**config.mk**
```make
export PLATFORM = sky130hd
export DESIGN_NAME = mpc_core
export DESIGN_NICKNAME = d
export VERILOG_FILES = /design/src/hw/mpc_pkg.sv /design/src/hw/mpc_access_check.sv /design/src/hw/mpc_core.sv /design/src/hw/mpc_page_map.sv
export SDC_FILE = /design/constraint.sdc
export NUM_CORES = 2
export LEC_CHECK = 0
export BUFFER_PORTS_ARGS = -buffer_cell sky130_fd_sc_hd__buf_4
export CORE_MARGIN = 5
export CORE_UTILIZATION = 62
export CTS_CLUSTER_DIAMETER = 200
export CTS_CLUSTER_SIZE = 30
export DETAILED_ROUTE_END_ITERATION = 16
export GPL_ROUTABILITY_DRIVEN = 0
export PLACE_DENSITY_LB_ADDON = 0.2
export SYNTH_ARGS = -nofsm -noshare
export SYNTH_HDL_FRONTEND = slang
export SYNTH_SLANG_ARGS = --single-unit
```
**constraint.sdc**
```tcl
create_clock -name sys_clk_i -period 4 [get_ports sys_clk_i]
set_input_delay 0 -clock sys_clk_i [delete_from_list [all_inputs] [get_ports sys_clk_i]]
set_output_delay 0 -clock sys_clk_i [all_outputs]
set_load 0.005 [all_outputs]
```
**src/hw/mpc_pkg.sv**
```systemverilog
// Package: constants, encodings and register map of the mode protection block
package mpc_pkg;
	// ----------------------------------------
	// Status word fields
	// ----------------------------------------
	localparam int PSW_CUR_HI = 15;
	localparam int PSW_CUR_LO = 14;
	localparam int PSW_PRV_HI = 13;
	localparam int PSW_PRV_LO = 12;
	localparam int PSW_REGSET = 11;
	localparam int PSW_PRI_HI = 7;
	localparam int PSW_PRI_LO = 5;
	localparam int VA_W = 16;
	localparam int PAGE_HI = 15;
	localparam int PAGE_LO = 13;
	localparam int NPAGES = 8;

	// ----------------------------------------
	// Mode encodings
	// ----------------------------------------
	localparam logic [1:0] MODE_KERNEL = 2'h0;
	localparam logic [1:0] MODE_SUPER = 2'h1;
	localparam logic [1:0] MODE_BAD = 2'h2;
	localparam logic [1:0] MODE_USER = 2'h3;

	// ----------------------------------------
	// Page access codes
	// ----------------------------------------
	localparam logic [1:0] ACC_NONRES = 2'h0;
	localparam logic [1:0] ACC_RO = 2'h1;
	localparam logic [1:0] ACC_RSVD = 2'h2;
	localparam logic [1:0] ACC_RW = 2'h3;

	// ----------------------------------------
	// Operation codes from the decoder
	// ----------------------------------------
	typedef enum logic [3:0] {
		MPC_OP_NONE,
		MPC_OP_TO_PREV_I,
		MPC_OP_TO_PREV_D,
		MPC_OP_FROM_PREV_I,
		MPC_OP_FROM_PREV_D,
		MPC_OP_RTI,
		MPC_OP_RTT,
		MPC_OP_HALT,
		MPC_OP_BUS_RESET,
		MPC_OP_SPL,
		MPC_OP_SET_PSW
	} mpc_op_e;

	// ----------------------------------------
	// APB register map (byte addresses)
	// ----------------------------------------
	localparam logic [11:0] REG_PSW = 12'h000;
	localparam logic [11:0] REG_MAP_I = 12'h004;
	localparam logic [11:0] REG_MAP_D = 12'h008;
	localparam logic [11:0] REG_ISTAT = 12'h00c;
	localparam logic [11:0] REG_IMASK = 12'h010;
	localparam logic [11:0] REG_STATE = 12'h014;
	localparam int MAP_ACC_BIT = 16;
	localparam int MAP_MODE_BIT = 20;
	localparam int MAP_PAGE_BIT = 24;
	localparam int MAP_WE_BIT = 31;
	localparam logic [15:0] PSW_RESET = 16'h0000;

	// ----------------------------------------
	// Event bits
	// ----------------------------------------
	localparam int EV_ABORT_NR = 0;
	localparam int EV_ABORT_RO = 1;
	localparam int EV_HALT_TRAP = 2;
	localparam int EV_BAD_MODE = 3;
	localparam int EV_W = 4;
endpackage
```
**src/hw/mpc_access_check.sv**
```systemverilog
// Access checker: applies page access code to one transfer
module mpc_access_check
	import mpc_pkg::*;
(
	// Request
	input wire logic req_i,
	input wire logic write_i,
	input wire logic [1:0] acc_i,
	// Verdict
	output logic abort_nr_o,
	output logic abort_ro_o,
	output logic grant_o
);
	always_comb begin
		abort_nr_o = req_i && (acc_i == ACC_NONRES || acc_i == ACC_RSVD);
		abort_ro_o = req_i && write_i && acc_i == ACC_RO;
		grant_o = req_i && !abort_nr_o && !abort_ro_o;
	end
endmodule

```
**src/hw/mpc_core.sv**
```systemverilog
// Top: mode tracking, cross-space moves, returns, privilege and access steering
// ----------------------------------------
// Overview of operation
// - Previous mode lives in status bits 13:12
// - Cross-space moves link current stack, previous space
// - Address constants fetched through current space
// - Each mode has 16-bit I and D spaces
// - Four cross-space instructions decoded
// - Returns restore saved PC and status
// - User mode maps only through user space
// - Access code held beside relocation, non-resident code
// - Read-only pages refuse writes
// - Fetches use I map, data uses D map except MPC_OP_TO_PREV_I and MPC_OP_FROM_PREV_I final operands
// - Privileged operations act only in kernel
// - Outside kernel, reset and priority do nothing
// - Outside kernel, halt traps instead
// - Current mode bits 15:14 pick map, stack
// - Bit 11 selects general register set
// - Non-resident page access aborts instruction
module mpc_core
	import mpc_pkg::*;
#(
	parameter int RELOC_W = 16
) (
	// Clock and reset
	input wire logic sys_clk_i,
	input wire logic rst_n_i,
	// APB slave
	input wire logic psel_i,
	input wire logic penable_i,
	input wire logic pwrite_i,
	input wire logic [11:0] paddr_i,
	input wire logic [31:0] pwdata_i,
	output logic [31:0] prdata_o,
	output logic pready_o,
	output logic pslverr_o,
	// Instruction step from the decoder
	input wire logic op_valid_i,
	input wire logic [3:0] op_code_i,
	input wire logic [15:0] op_data_i,
	input wire logic [15:0] saved_pc_i,
	input wire logic [15:0] saved_psw_i,
	// Memory transfer request from the data path
	input wire logic mem_req_i,
	input wire logic mem_write_i,
	input wire logic mem_ifetch_i,
	input wire logic mem_prev_i,
	input wire logic mem_stack_i,
	input wire logic [15:0] mem_va_i,
	// Towards mapping unit and memory
	output logic mem_req_o,
	output logic mem_write_o,
	output logic [RELOC_W-1:0] mem_reloc_o,
	output logic [12:0] mem_offset_o,
	output logic [1:0] mem_space_mode_o,
	output logic mem_dspace_o,
	output logic mem_abort_o,
	// Processor state
	output logic [15:0] psw_o,
	output logic [15:0] pc_load_o,
	output logic pc_load_en_o,
	output logic [1:0] stack_sel_o,
	output logic regset_o,
	output logic halt_o,
	output logic bus_reset_o,
	output logic halt_trap_o,
	output logic irq_o
);
	// ----------------------------------------
	// Status word and decoded fields
	// ----------------------------------------
	logic [15:0] psw;
	logic [1:0] cur_mode;
	logic [1:0] prev_mode;
	logic kernel;
	mpc_op_e op;

	assign cur_mode = psw[PSW_CUR_HI:PSW_CUR_LO];
	assign prev_mode = psw[PSW_PRV_HI:PSW_PRV_LO];
	assign kernel = cur_mode == MODE_KERNEL;
	assign op = mpc_op_e'(op_code_i);

	// ----------------------------------------
	// APB decode
	// ----------------------------------------
	logic apb_wr;
	logic apb_rd;
	logic hit_psw;
	logic hit_map_i;
	logic hit_map_d;
	logic hit_istat;
	logic hit_imask;
	logic hit_state;
	logic hit_any;

	assign apb_wr = psel_i && penable_i && pwrite_i;
	assign apb_rd = psel_i && penable_i && !pwrite_i;
	assign pready_o = 1'b1;

	always_comb begin
		hit_psw = 1'b0;
		hit_map_i = 1'b0;
		hit_map_d = 1'b0;
		hit_istat = 1'b0;
		hit_imask = 1'b0;
		hit_state = 1'b0;
		if (paddr_i == REG_PSW) begin
			hit_psw = 1'b1;
		end else if (paddr_i == REG_MAP_I) begin
			hit_map_i = 1'b1;
		end else if (paddr_i == REG_MAP_D) begin
			hit_map_d = 1'b1;
		end else if (paddr_i == REG_ISTAT) begin
			hit_istat = 1'b1;
		end else if (paddr_i == REG_IMASK) begin
			hit_imask = 1'b1;
		end else if (paddr_i == REG_STATE) begin
			hit_state = 1'b1;
		end
	end
	assign hit_any = hit_psw | hit_map_i | hit_map_d | hit_istat | hit_imask | hit_state;
	assign pslverr_o = psel_i && penable_i && !hit_any;

	// ----------------------------------------
	// Privilege decisions
	// ----------------------------------------
	logic priv_ok;
	logic do_return;

	assign priv_ok = op_valid_i && kernel;
	assign do_return = op_valid_i && (op == MPC_OP_RTI || op == MPC_OP_RTT);

	// Status word: returns load saved word; privileged writes only in kernel
	always_ff @(posedge sys_clk_i) begin
		if (!rst_n_i) begin
			psw <= PSW_RESET;
		end else if (do_return) begin
			// Kernel is trusted to force saved previous bits to user
			psw <= saved_psw_i;
		end else if (priv_ok && op == MPC_OP_SET_PSW) begin
			psw <= op_data_i;
		end else if (priv_ok && op == MPC_OP_SPL) begin
			psw[PSW_PRI_HI:PSW_PRI_LO] <= op_data_i[PSW_PRI_HI-PSW_PRI_LO:0];
		end else if (apb_wr && hit_psw) begin
			psw <= pwdata_i[15:0];
		end
	end

	// PC load for returns, one-cycle pulse
	always_ff @(posedge sys_clk_i) begin
		if (!rst_n_i) begin
			pc_load_en_o <= 1'b0;
			pc_load_o <= '0;
		end else begin
			pc_load_en_o <= do_return;
			if (do_return) begin
				pc_load_o <= saved_pc_i;
			end
		end
	end

	// Halt, bus reset, halt trap
	always_ff @(posedge sys_clk_i) begin
		if (!rst_n_i) begin
			halt_o <= 1'b0;
			bus_reset_o <= 1'b0;
			halt_trap_o <= 1'b0;
		end else begin
			bus_reset_o <= priv_ok && op == MPC_OP_BUS_RESET;
			halt_trap_o <= op_valid_i && !kernel && op == MPC_OP_HALT;
			if (priv_ok && op == MPC_OP_HALT) begin
				halt_o <= 1'b1;
			end else if (apb_wr && hit_psw) begin
				halt_o <= 1'b0;
			end
		end
	end

	assign psw_o = psw;
	assign stack_sel_o = cur_mode;
	assign regset_o = psw[PSW_REGSET];

	// ----------------------------------------
	// Space steering
	// ----------------------------------------
	logic use_prev;
	logic [1:0] space_mode;
	logic dspace;

	// Only the final operand of a cross-space move uses previous mode
	assign use_prev = mem_prev_i && !mem_ifetch_i && !mem_stack_i;
	always_comb begin
		space_mode = use_prev ? prev_mode : cur_mode;
		if (cur_mode == MODE_USER) begin
			space_mode = MODE_USER;
		end
		dspace = !mem_ifetch_i;
		if (use_prev && (op == MPC_OP_TO_PREV_I || op == MPC_OP_FROM_PREV_I)) begin
			dspace = 1'b0;
		end else if (use_prev && (op == MPC_OP_TO_PREV_D || op == MPC_OP_FROM_PREV_D)) begin
			dspace = 1'b1;
		end
	end

	// ----------------------------------------
	// Page maps
	// ----------------------------------------
	logic [RELOC_W-1:0] reloc_i;
	logic [RELOC_W-1:0] reloc_d;
	logic [1:0] acc_i;
	logic [1:0] acc_d;
	logic [1:0] acc_sel;
	logic [2:0] page;
	logic abort_nr;
	logic abort_ro;
	logic bad_mode;
	logic grant;

	assign page = mem_va_i[PAGE_HI:PAGE_LO];

	mpc_page_map #(.RELOC_W(RELOC_W)) u_map_i (
		.sys_clk_i(sys_clk_i),
		.rst_n_i(rst_n_i),
		.wr_en_i(apb_wr && hit_map_i),
		.wr_mode_i(pwdata_i[MAP_MODE_BIT+1:MAP_MODE_BIT]),
		.wr_page_i(pwdata_i[MAP_PAGE_BIT+2:MAP_PAGE_BIT]),
		.wr_reloc_i(pwdata_i[RELOC_W-1:0]),
		.wr_acc_i(pwdata_i[MAP_ACC_BIT+1:MAP_ACC_BIT]),
		.rd_mode_i(space_mode),
		.rd_page_i(page),
		.rd_reloc_o(reloc_i),
		.rd_acc_o(acc_i)
	);

	mpc_page_map #(.RELOC_W(RELOC_W)) u_map_d (
		.sys_clk_i(sys_clk_i),
		.rst_n_i(rst_n_i),
		.wr_en_i(apb_wr && hit_map_d),
		.wr_mode_i(pwdata_i[MAP_MODE_BIT+1:MAP_MODE_BIT]),
		.wr_page_i(pwdata_i[MAP_PAGE_BIT+2:MAP_PAGE_BIT]),
		.wr_reloc_i(pwdata_i[RELOC_W-1:0]),
		.wr_acc_i(pwdata_i[MAP_ACC_BIT+1:MAP_ACC_BIT]),
		.rd_mode_i(space_mode),
		.rd_page_i(page),
		.rd_reloc_o(reloc_d),
		.rd_acc_o(acc_d)
	);

	assign acc_sel = dspace ? acc_d : acc_i;
	assign bad_mode = mem_req_i && space_mode == MODE_BAD;

	mpc_access_check u_check (
		.req_i(mem_req_i && !bad_mode),
		.write_i(mem_write_i),
		.acc_i(acc_sel),
		.abort_nr_o(abort_nr),
		.abort_ro_o(abort_ro),
		.grant_o(grant)
	);

	// Registered request towards memory; aborts kill the transfer
	always_ff @(posedge sys_clk_i) begin
		if (!rst_n_i) begin
			mem_req_o <= 1'b0;
			mem_write_o <= 1'b0;
			mem_reloc_o <= '0;
			mem_offset_o <= '0;
			mem_space_mode_o <= MODE_KERNEL;
			mem_dspace_o <= 1'b0;
			mem_abort_o <= 1'b0;
		end else begin
			mem_req_o <= grant;
			mem_write_o <= mem_write_i && grant;
			mem_reloc_o <= dspace ? reloc_d : reloc_i;
			mem_offset_o <= mem_va_i[PAGE_LO-1:0];
			mem_space_mode_o <= space_mode;
			mem_dspace_o <= dspace;
			mem_abort_o <= abort_nr | abort_ro | bad_mode;
		end
	end

	// ----------------------------------------
	// Interrupt status and mask
	// ----------------------------------------
	logic [EV_W-1:0] istat;
	logic [EV_W-1:0] imask;
	logic [EV_W-1:0] ev;

	always_comb begin
		ev = '0;
		ev[EV_ABORT_NR] = abort_nr;
		ev[EV_ABORT_RO] = abort_ro;
		ev[EV_HALT_TRAP] = op_valid_i && !kernel && op == MPC_OP_HALT;
		ev[EV_BAD_MODE] = bad_mode;
	end

	// New events win over a write-one clear in the same cycle
	always_ff @(posedge sys_clk_i) begin
		if (!rst_n_i) begin
			istat <= '0;
			imask <= '0;
		end else begin
			istat <= (istat & ~((apb_wr && hit_istat) ? pwdata_i[EV_W-1:0] : '0)) | ev;
			if (apb_wr && hit_imask) begin
				imask <= pwdata_i[EV_W-1:0];
			end
		end
	end
	assign irq_o = |(istat & imask);

	// ----------------------------------------
	// Read mux
	// ----------------------------------------
	always_ff @(posedge sys_clk_i) begin
		if (!rst_n_i) begin
			prdata_o <= '0;
		end else if (psel_i && !penable_i && !pwrite_i) begin
			prdata_o <= '0;
			if (hit_psw) begin
				prdata_o <= {16'h0000, psw};
			end else if (hit_istat) begin
				prdata_o <= {{(32-EV_W){1'b0}}, istat};
			end else if (hit_imask) begin
				prdata_o <= {{(32-EV_W){1'b0}}, imask};
			end else if (hit_state) begin
				prdata_o <= {27'h0000000, halt_o, cur_mode, prev_mode};
			end
		end
	end
endmodule

```
**src/hw/mpc_page_map.sv**
```systemverilog
// Per-mode page map: relocation and access code for one address space
module mpc_page_map
	import mpc_pkg::*;
#(
	parameter int NMODES = 4,
	parameter int RELOC_W = 16
) (
	// Clock and reset
	input wire logic sys_clk_i,
	input wire logic rst_n_i,
	// Write port
	input wire logic wr_en_i,
	input wire logic [1:0] wr_mode_i,
	input wire logic [2:0] wr_page_i,
	input wire logic [RELOC_W-1:0] wr_reloc_i,
	input wire logic [1:0] wr_acc_i,
	// Lookup port
	input wire logic [1:0] rd_mode_i,
	input wire logic [2:0] rd_page_i,
	output logic [RELOC_W-1:0] rd_reloc_o,
	output logic [1:0] rd_acc_o
);
	logic [RELOC_W-1:0] reloc [NMODES*NPAGES];
	logic [1:0] acc [NMODES*NPAGES];
	logic [4:0] wr_idx;
	logic [4:0] rd_idx;

	assign wr_idx = {wr_mode_i, wr_page_i};
	assign rd_idx = {rd_mode_i, rd_page_i};

	// Access code stored beside relocation; reset leaves every page non-resident
	always_ff @(posedge sys_clk_i) begin
		if (!rst_n_i) begin
			for (int k = 0; k < NMODES*NPAGES; k++) begin
				acc[k] <= ACC_NONRES;
				reloc[k] <= '0;
			end
		end else if (wr_en_i) begin
			acc[wr_idx] <= wr_acc_i;
			reloc[wr_idx] <= wr_reloc_i;
		end
	end

	assign rd_reloc_o = reloc[rd_idx];
	assign rd_acc_o = acc[rd_idx];
endmodule

```
==> impl_summary.md <==
Status
The run finished with clean final reports.

Yosys
In the synthesized netlist, the number of instances is 3638. For this run, the register share of the synthesized area comes to 64.4%. The Yosys warning count is 0.

The mux share of post-synthesis cell area is 15.3%. The number of enable-type register cells in the synthesized netlist is 1136. After synthesis, the largest family of logic cells by area is simple AND/OR/NAND/NOR gates.

Counting flops and latches in the post-synthesis netlist gives 1231. The mean instance size in the synthesized netlist is 15.4 µm². Summing the areas of all compound-gate instances in the mapped netlist gives 2.05% of the synthesized area. The synthesized-area fraction occupied by adder cells is 0%. The most common flop cell mapped by yosys is sky130_fd_sc_hd__edfxtp_1. Counting flops with an async set or reset pin after synthesis yields a share of 0%. The fraction of the mapped netlist area in simple logic gates is 15.5%. The cell area that synthesis handed to floorplanning was 55900 µm². The synthesized netlist devotes 0.0157% of its cell area to XOR and XNOR gates. After synthesis, the netlist uses 68 different library cells.

Floorplanning
In this run the count of I/O pins placed on the die edge is 232. The overall die width is 310 µm. The number of standard-cell rows in the floorplan is 110. The die covers 96300 µm². The effective utilization at floorplan is 62.3%. The area of the placeable core is 89700 µm². Measured along the y axis, the die boundary spans 310 µm.

Timing
On the final layout, the worst hold slack is 0.00841 ns. The actual transition at the worst max-transition pin is 1.23 ns. The count of final setup violators is 0.

Dividing the final minimum period by the clock period gives 82.4%. The worst path needs 3.30 ns of the cycle, external delays included. Adding up every negative setup slack in the final design gives 0 ns. For this run, the top clock speed supported by timing is 303 MHz. The max-slew violation total from the final report came to 0.

The number of hold-slack violations in the final timing report is 0. Setup repair after global routing left no endpoint under its margin. The remaining max-slew budget at the tightest pin is 17.5%. The final setup skew is 0.0233 ns.

Setup path
In this run the worst path has a maximum fanout of 27. Data on the critical path is required at its endpoint by 4.53 ns. The data arrival time of the critical path is 3.83 ns. The delay of the slowest cell on the worst path is 0.61 ns.

The slowest stage of the critical path belongs to the cell sky130_fd_sc_hd__or4b_4. The critical path is of the reg -> reg type. The capturing element type of the critical path is a flip-flop. The critical path startpoint category is a flip-flop.

Traced cell by cell, the critical path runs through or4b_4 > a22o_4 > nor2_1 > nand4_1 > and4b_1 > a32oi_1 > o21ai_0.

Job
The number of max-capacitance violations reported is 0.

Cells and area
In the final layout, the share of cells above drive strength 1 is 20.3%. The area growth from synthesis to layout is 9.00%. The count of placed standard cells in the final layout, fillers left out is 4998. Summing all multi-input logic gate instances after layout gives 18400 µm².

The filler cell count is 5925. After routing the design area is 60900 µm². Summing all flip-flop and latch instances after layout gives 36000 µm². The total number of nets in the final design is 3915.

CTS
The tree built by TritonCTS fans out to 1231 sinks. The maximum root-to-sink buffer count is 3. Once the clock tree was built, the resizer swapped 0 gates to a different size. The root buffer cell chosen for the clock tree is sky130_fd_sc_hd__clkbuf_16. The count of H-tree levels built during CTS is 2. TritonCTS built the clock tree. The clock latency of the later-clocked register in the worst-skew pair is 0.66 ns. The buffers inserted during post-CTS setup optimization is 0. The number of buffers created by CTS is 47.

The clock-pin slew on the worst setup and hold paths is 0.12 ns.

Drt
The total via count after detailed routing is 32422. The first detailed-routing pass took 5 iterations. The antenna violation net count after detailed routing is 0. The total length of routed wires is 149000 µm. After detailed routing, the average wire length per cell comes to 29.8 µm. After detailed routing, the number of remaining DRC violations is 0.

The detailed router finished its first iteration with 4120 violations. The via density per instance is 6.49.

Power and ir drop
The worst-case IR drop observed on VDD is 478 µV. The switching share of total power is 23.1%. The cell-internal power is 0.0179 W. The share of power burned in registers is 63.7%. Summed over all cells, the static leakage comes to 21.1 nW. The power share of the clock group is 26.4%.

The power density over the cells is 382 nW/µm². The switching power is 0.00538 W. The fraction of power consumed by combinational cells is 9.9%.

Global routing
The number of global-route vias before repair came to 32226. The global-route wire length before repair is 216000 µm. Across every metal layer, demand over resource in global routing totals 30.9%. Summed over all layers, the global routing overflow is 0.

The maximum number of pins on one net before global-route repair is 139. The number of antenna violations at the first check in global routing came to 7.

Placement
Summed over all nets, the half-perimeter wirelength after detailed placement is 91500 µm. In this run the tool buffered the top-level ports with 205 buffer cells. The placed cell count is 4840. After detailed placement, the total cell area comes to 58800 µm².

Min path
The worst hold path belongs to the class in -> reg.
layout by cell type, fill, tap and decap left out, types with 4 or more instances in the layout:
cell type / instances
sky130_fd_sc_hd__buf_12: 11
sky130_fd_sc_hd__mux2i_1: 102
sky130_fd_sc_hd__buf_4: 346
sky130_fd_sc_hd__o21ai_0: 18
sky130_fd_sc_hd__nor3_1: 7
sky130_fd_sc_hd__nand3b_1: 8
sky130_fd_sc_hd__nand3_1: 22
sky130_fd_sc_hd__o21ai_1: 66
sky130_fd_sc_hd__and3b_1: 4
sky130_fd_sc_hd__nor2_1: 71
sky130_fd_sc_hd__o31ai_1: 5
sky130_fd_sc_hd__nor2b_1: 26
sky130_fd_sc_hd__a21oi_1: 12
sky130_fd_sc_hd__a221oi_1: 6
sky130_fd_sc_hd__mux4_2: 326
sky130_fd_sc_hd__clkbuf_16: 49
sky130_fd_sc_hd__nand2_1: 95
sky130_fd_sc_hd__mux4_1: 4
sky130_fd_sc_hd__conb_1: 17
sky130_fd_sc_hd__edfxtp_1: 1136
sky130_fd_sc_hd__nor2_4: 8
sky130_fd_sc_hd__and2_1: 1154
sky130_fd_sc_hd__clkbuf_1: 28
sky130_fd_sc_hd__nor2_2: 9
sky130_fd_sc_hd__mux2_2: 5
sky130_fd_sc_hd__a22oi_1: 9
sky130_fd_sc_hd__a31oi_1: 4
sky130_fd_sc_hd__dfxtp_1: 95
sky130_fd_sc_hd__a21boi_0: 27
sky130_fd_sc_hd__o22ai_1: 17
sky130_fd_sc_hd__dlygate4sd3_1: 79
power by group through the flow:
stage               Combinational, W  Sequential (W)  Clock (W)
finish                       0.00230          0.0148    0.00614
global route                 0.00238          0.0149    0.00661
CTS                          0.00228          0.0148    0.00616
detailed placement           0.00221          0.0151          0
global placement             0.00217          0.0151          0
floorplan                    0.00127          0.0150          0
critical path, delay by kind of cell (launching register included):
kind             cells  cell delay (ns)
AO/OA/AOI/OAI        3             0.97
flip-flops           1             0.47
AND/OR/NAND/NOR      4             1.71
stage by stage:
stage | util [%] | power [W] | setup WS (ns)
3_5_place_dp | 65.5 | 0.0173 | 0.876
6_report | 67.9 | 0.0233 | 0.702
3_3_place_gp | 65.5 | 0.0172 | 0.956
5_1_grt | 67.9 | 0.0239 | 0.673
2_1_floorplan | - | 0.0163 | 0.847
4_1_cts | 67.9 | 0.0233 | 0.846
flip-flops by register name (all words and copies together), names as in the netlist:
name,count
mem_dspace_o,1
pc_load_o,16
psw_o,16
prdata_o,16
mem_write_o,1
bus_reset_o,1
imask,4
u_map_d.reloc,512
u_map_i.reloc,512
mem_reloc_o,16
mem_abort_o,1
pc_load_en_o,1
mem_space_mode_o,2
mem_req_o,1
halt_o,1
u_map_d.acc,56
u_map_i.acc,56
halt_trap_o,1
istat,4
mem_offset_o,13
repair_timing:
action | CTS | global route
hold buffers | 79 | 0
hold endpoints to repair | 123 | 0
setup endpoints to repair | 0 | 0
cell usage after synthesis (3+ instances only):
cell type	number	area, µm²
sky130_fd_sc_hd__and2_1	1154	7220
sky130_fd_sc_hd__o211ai_1	3	22.5
sky130_fd_sc_hd__nand2_2	3	18.8
sky130_fd_sc_hd__nand4_1	3	18.8
sky130_fd_sc_hd__a31oi_1	4	25.0
sky130_fd_sc_hd__nor3_1	7	35.0
sky130_fd_sc_hd__nor2_2	9	56.3
sky130_fd_sc_hd__nand3b_1	8	60.1
sky130_fd_sc_hd__mux4_2	326	7340
sky130_fd_sc_hd__o21ai_0	82	410
sky130_fd_sc_hd__nor2_4	8	90.1
sky130_fd_sc_hd__buf_1	20	75.1
sky130_fd_sc_hd__a21oi_1	12	60.1
sky130_fd_sc_hd__or3_1	3	18.8
sky130_fd_sc_hd__buf_4	24	180
sky130_fd_sc_hd__nand3_1	22	110
sky130_fd_sc_hd__nor3b_1	3	22.5
sky130_fd_sc_hd__a21boi_0	27	203
sky130_fd_sc_hd__and3_1	3	18.8
sky130_fd_sc_hd__clkbuf_1	260	976
sky130_fd_sc_hd__and3b_1	4	35.0
sky130_fd_sc_hd__mux4_1	4	105
sky130_fd_sc_hd__mux2i_1	102	1020
sky130_fd_sc_hd__o22ai_1	17	106
sky130_fd_sc_hd__nand2_1	95	357
sky130_fd_sc_hd__buf_2	33	165
sky130_fd_sc_hd__a22oi_1	9	67.6
sky130_fd_sc_hd__dfxtp_1	95	1900
sky130_fd_sc_hd__a221oi_1	6	52.6
sky130_fd_sc_hd__nor2b_1	26	163
sky130_fd_sc_hd__buf_6	9	101
sky130_fd_sc_hd__edfxtp_1	1136	34100
sky130_fd_sc_hd__mux2_2	5	56.3
sky130_fd_sc_hd__o31ai_1	5	37.5
sky130_fd_sc_hd__nor2_1	71	267
cell families (layout without fill, tap and decap cells):
logic type,after synthesis,count (layout)
XOR/XNOR,1,1
other,2,18
AO/OA/AOI/OAI,183,183
flip-flops,1231,1231
buffers and inverters,350,518
AND/OR/NAND/NOR,1433,1433
multiplexers,438,438
area by class of cell:
type | instances | area share, %
repair buffers | 438 | 5.97
clock buffers | 77 | 2.18
diodes | 1 | 0.00411
multi-input cells | 2072 | 30.3
clock inverters | 1 | 0.0493
inverters | 2 | 0.0123
flip-flops and latches | 1231 | 59.1
well taps | 1176 | 2.41
worst paths after layout:
kind / start / to / slack (ns) / cells after the start
max: psw_o[15]$_SDFFE_PN0P_ / istat[1]$_SDFF_PN0_ / 0.70 / 7
min: pwdata_i[17] / u_map_i.acc[13][1]$_SDFFCE_PN0P_ / 0.008 / 2
max reg2reg: psw_o[15]$_SDFFE_PN0P_ / istat[1]$_SDFF_PN0_ / 0.70 / 7
min reg2reg: prdata_o[12]$_SDFFE_PN0P_ / prdata_o[12]$_SDFFE_PN0P_ / 0.48 / 2
routing by layer:
layer | up-vias | track usage, % | wire (µm)
met5 | - | 0 | 40
met4 | 6 | 9.30 | 5360
met3 | 272 | 6.08 | 15400
met2 | 1884 | 50.0 | 72200
met1 | 16720 | 43.6 | 55700
li1 | 13540 | - | -
No activity file was read; power rests on OpenSTA's default activity.
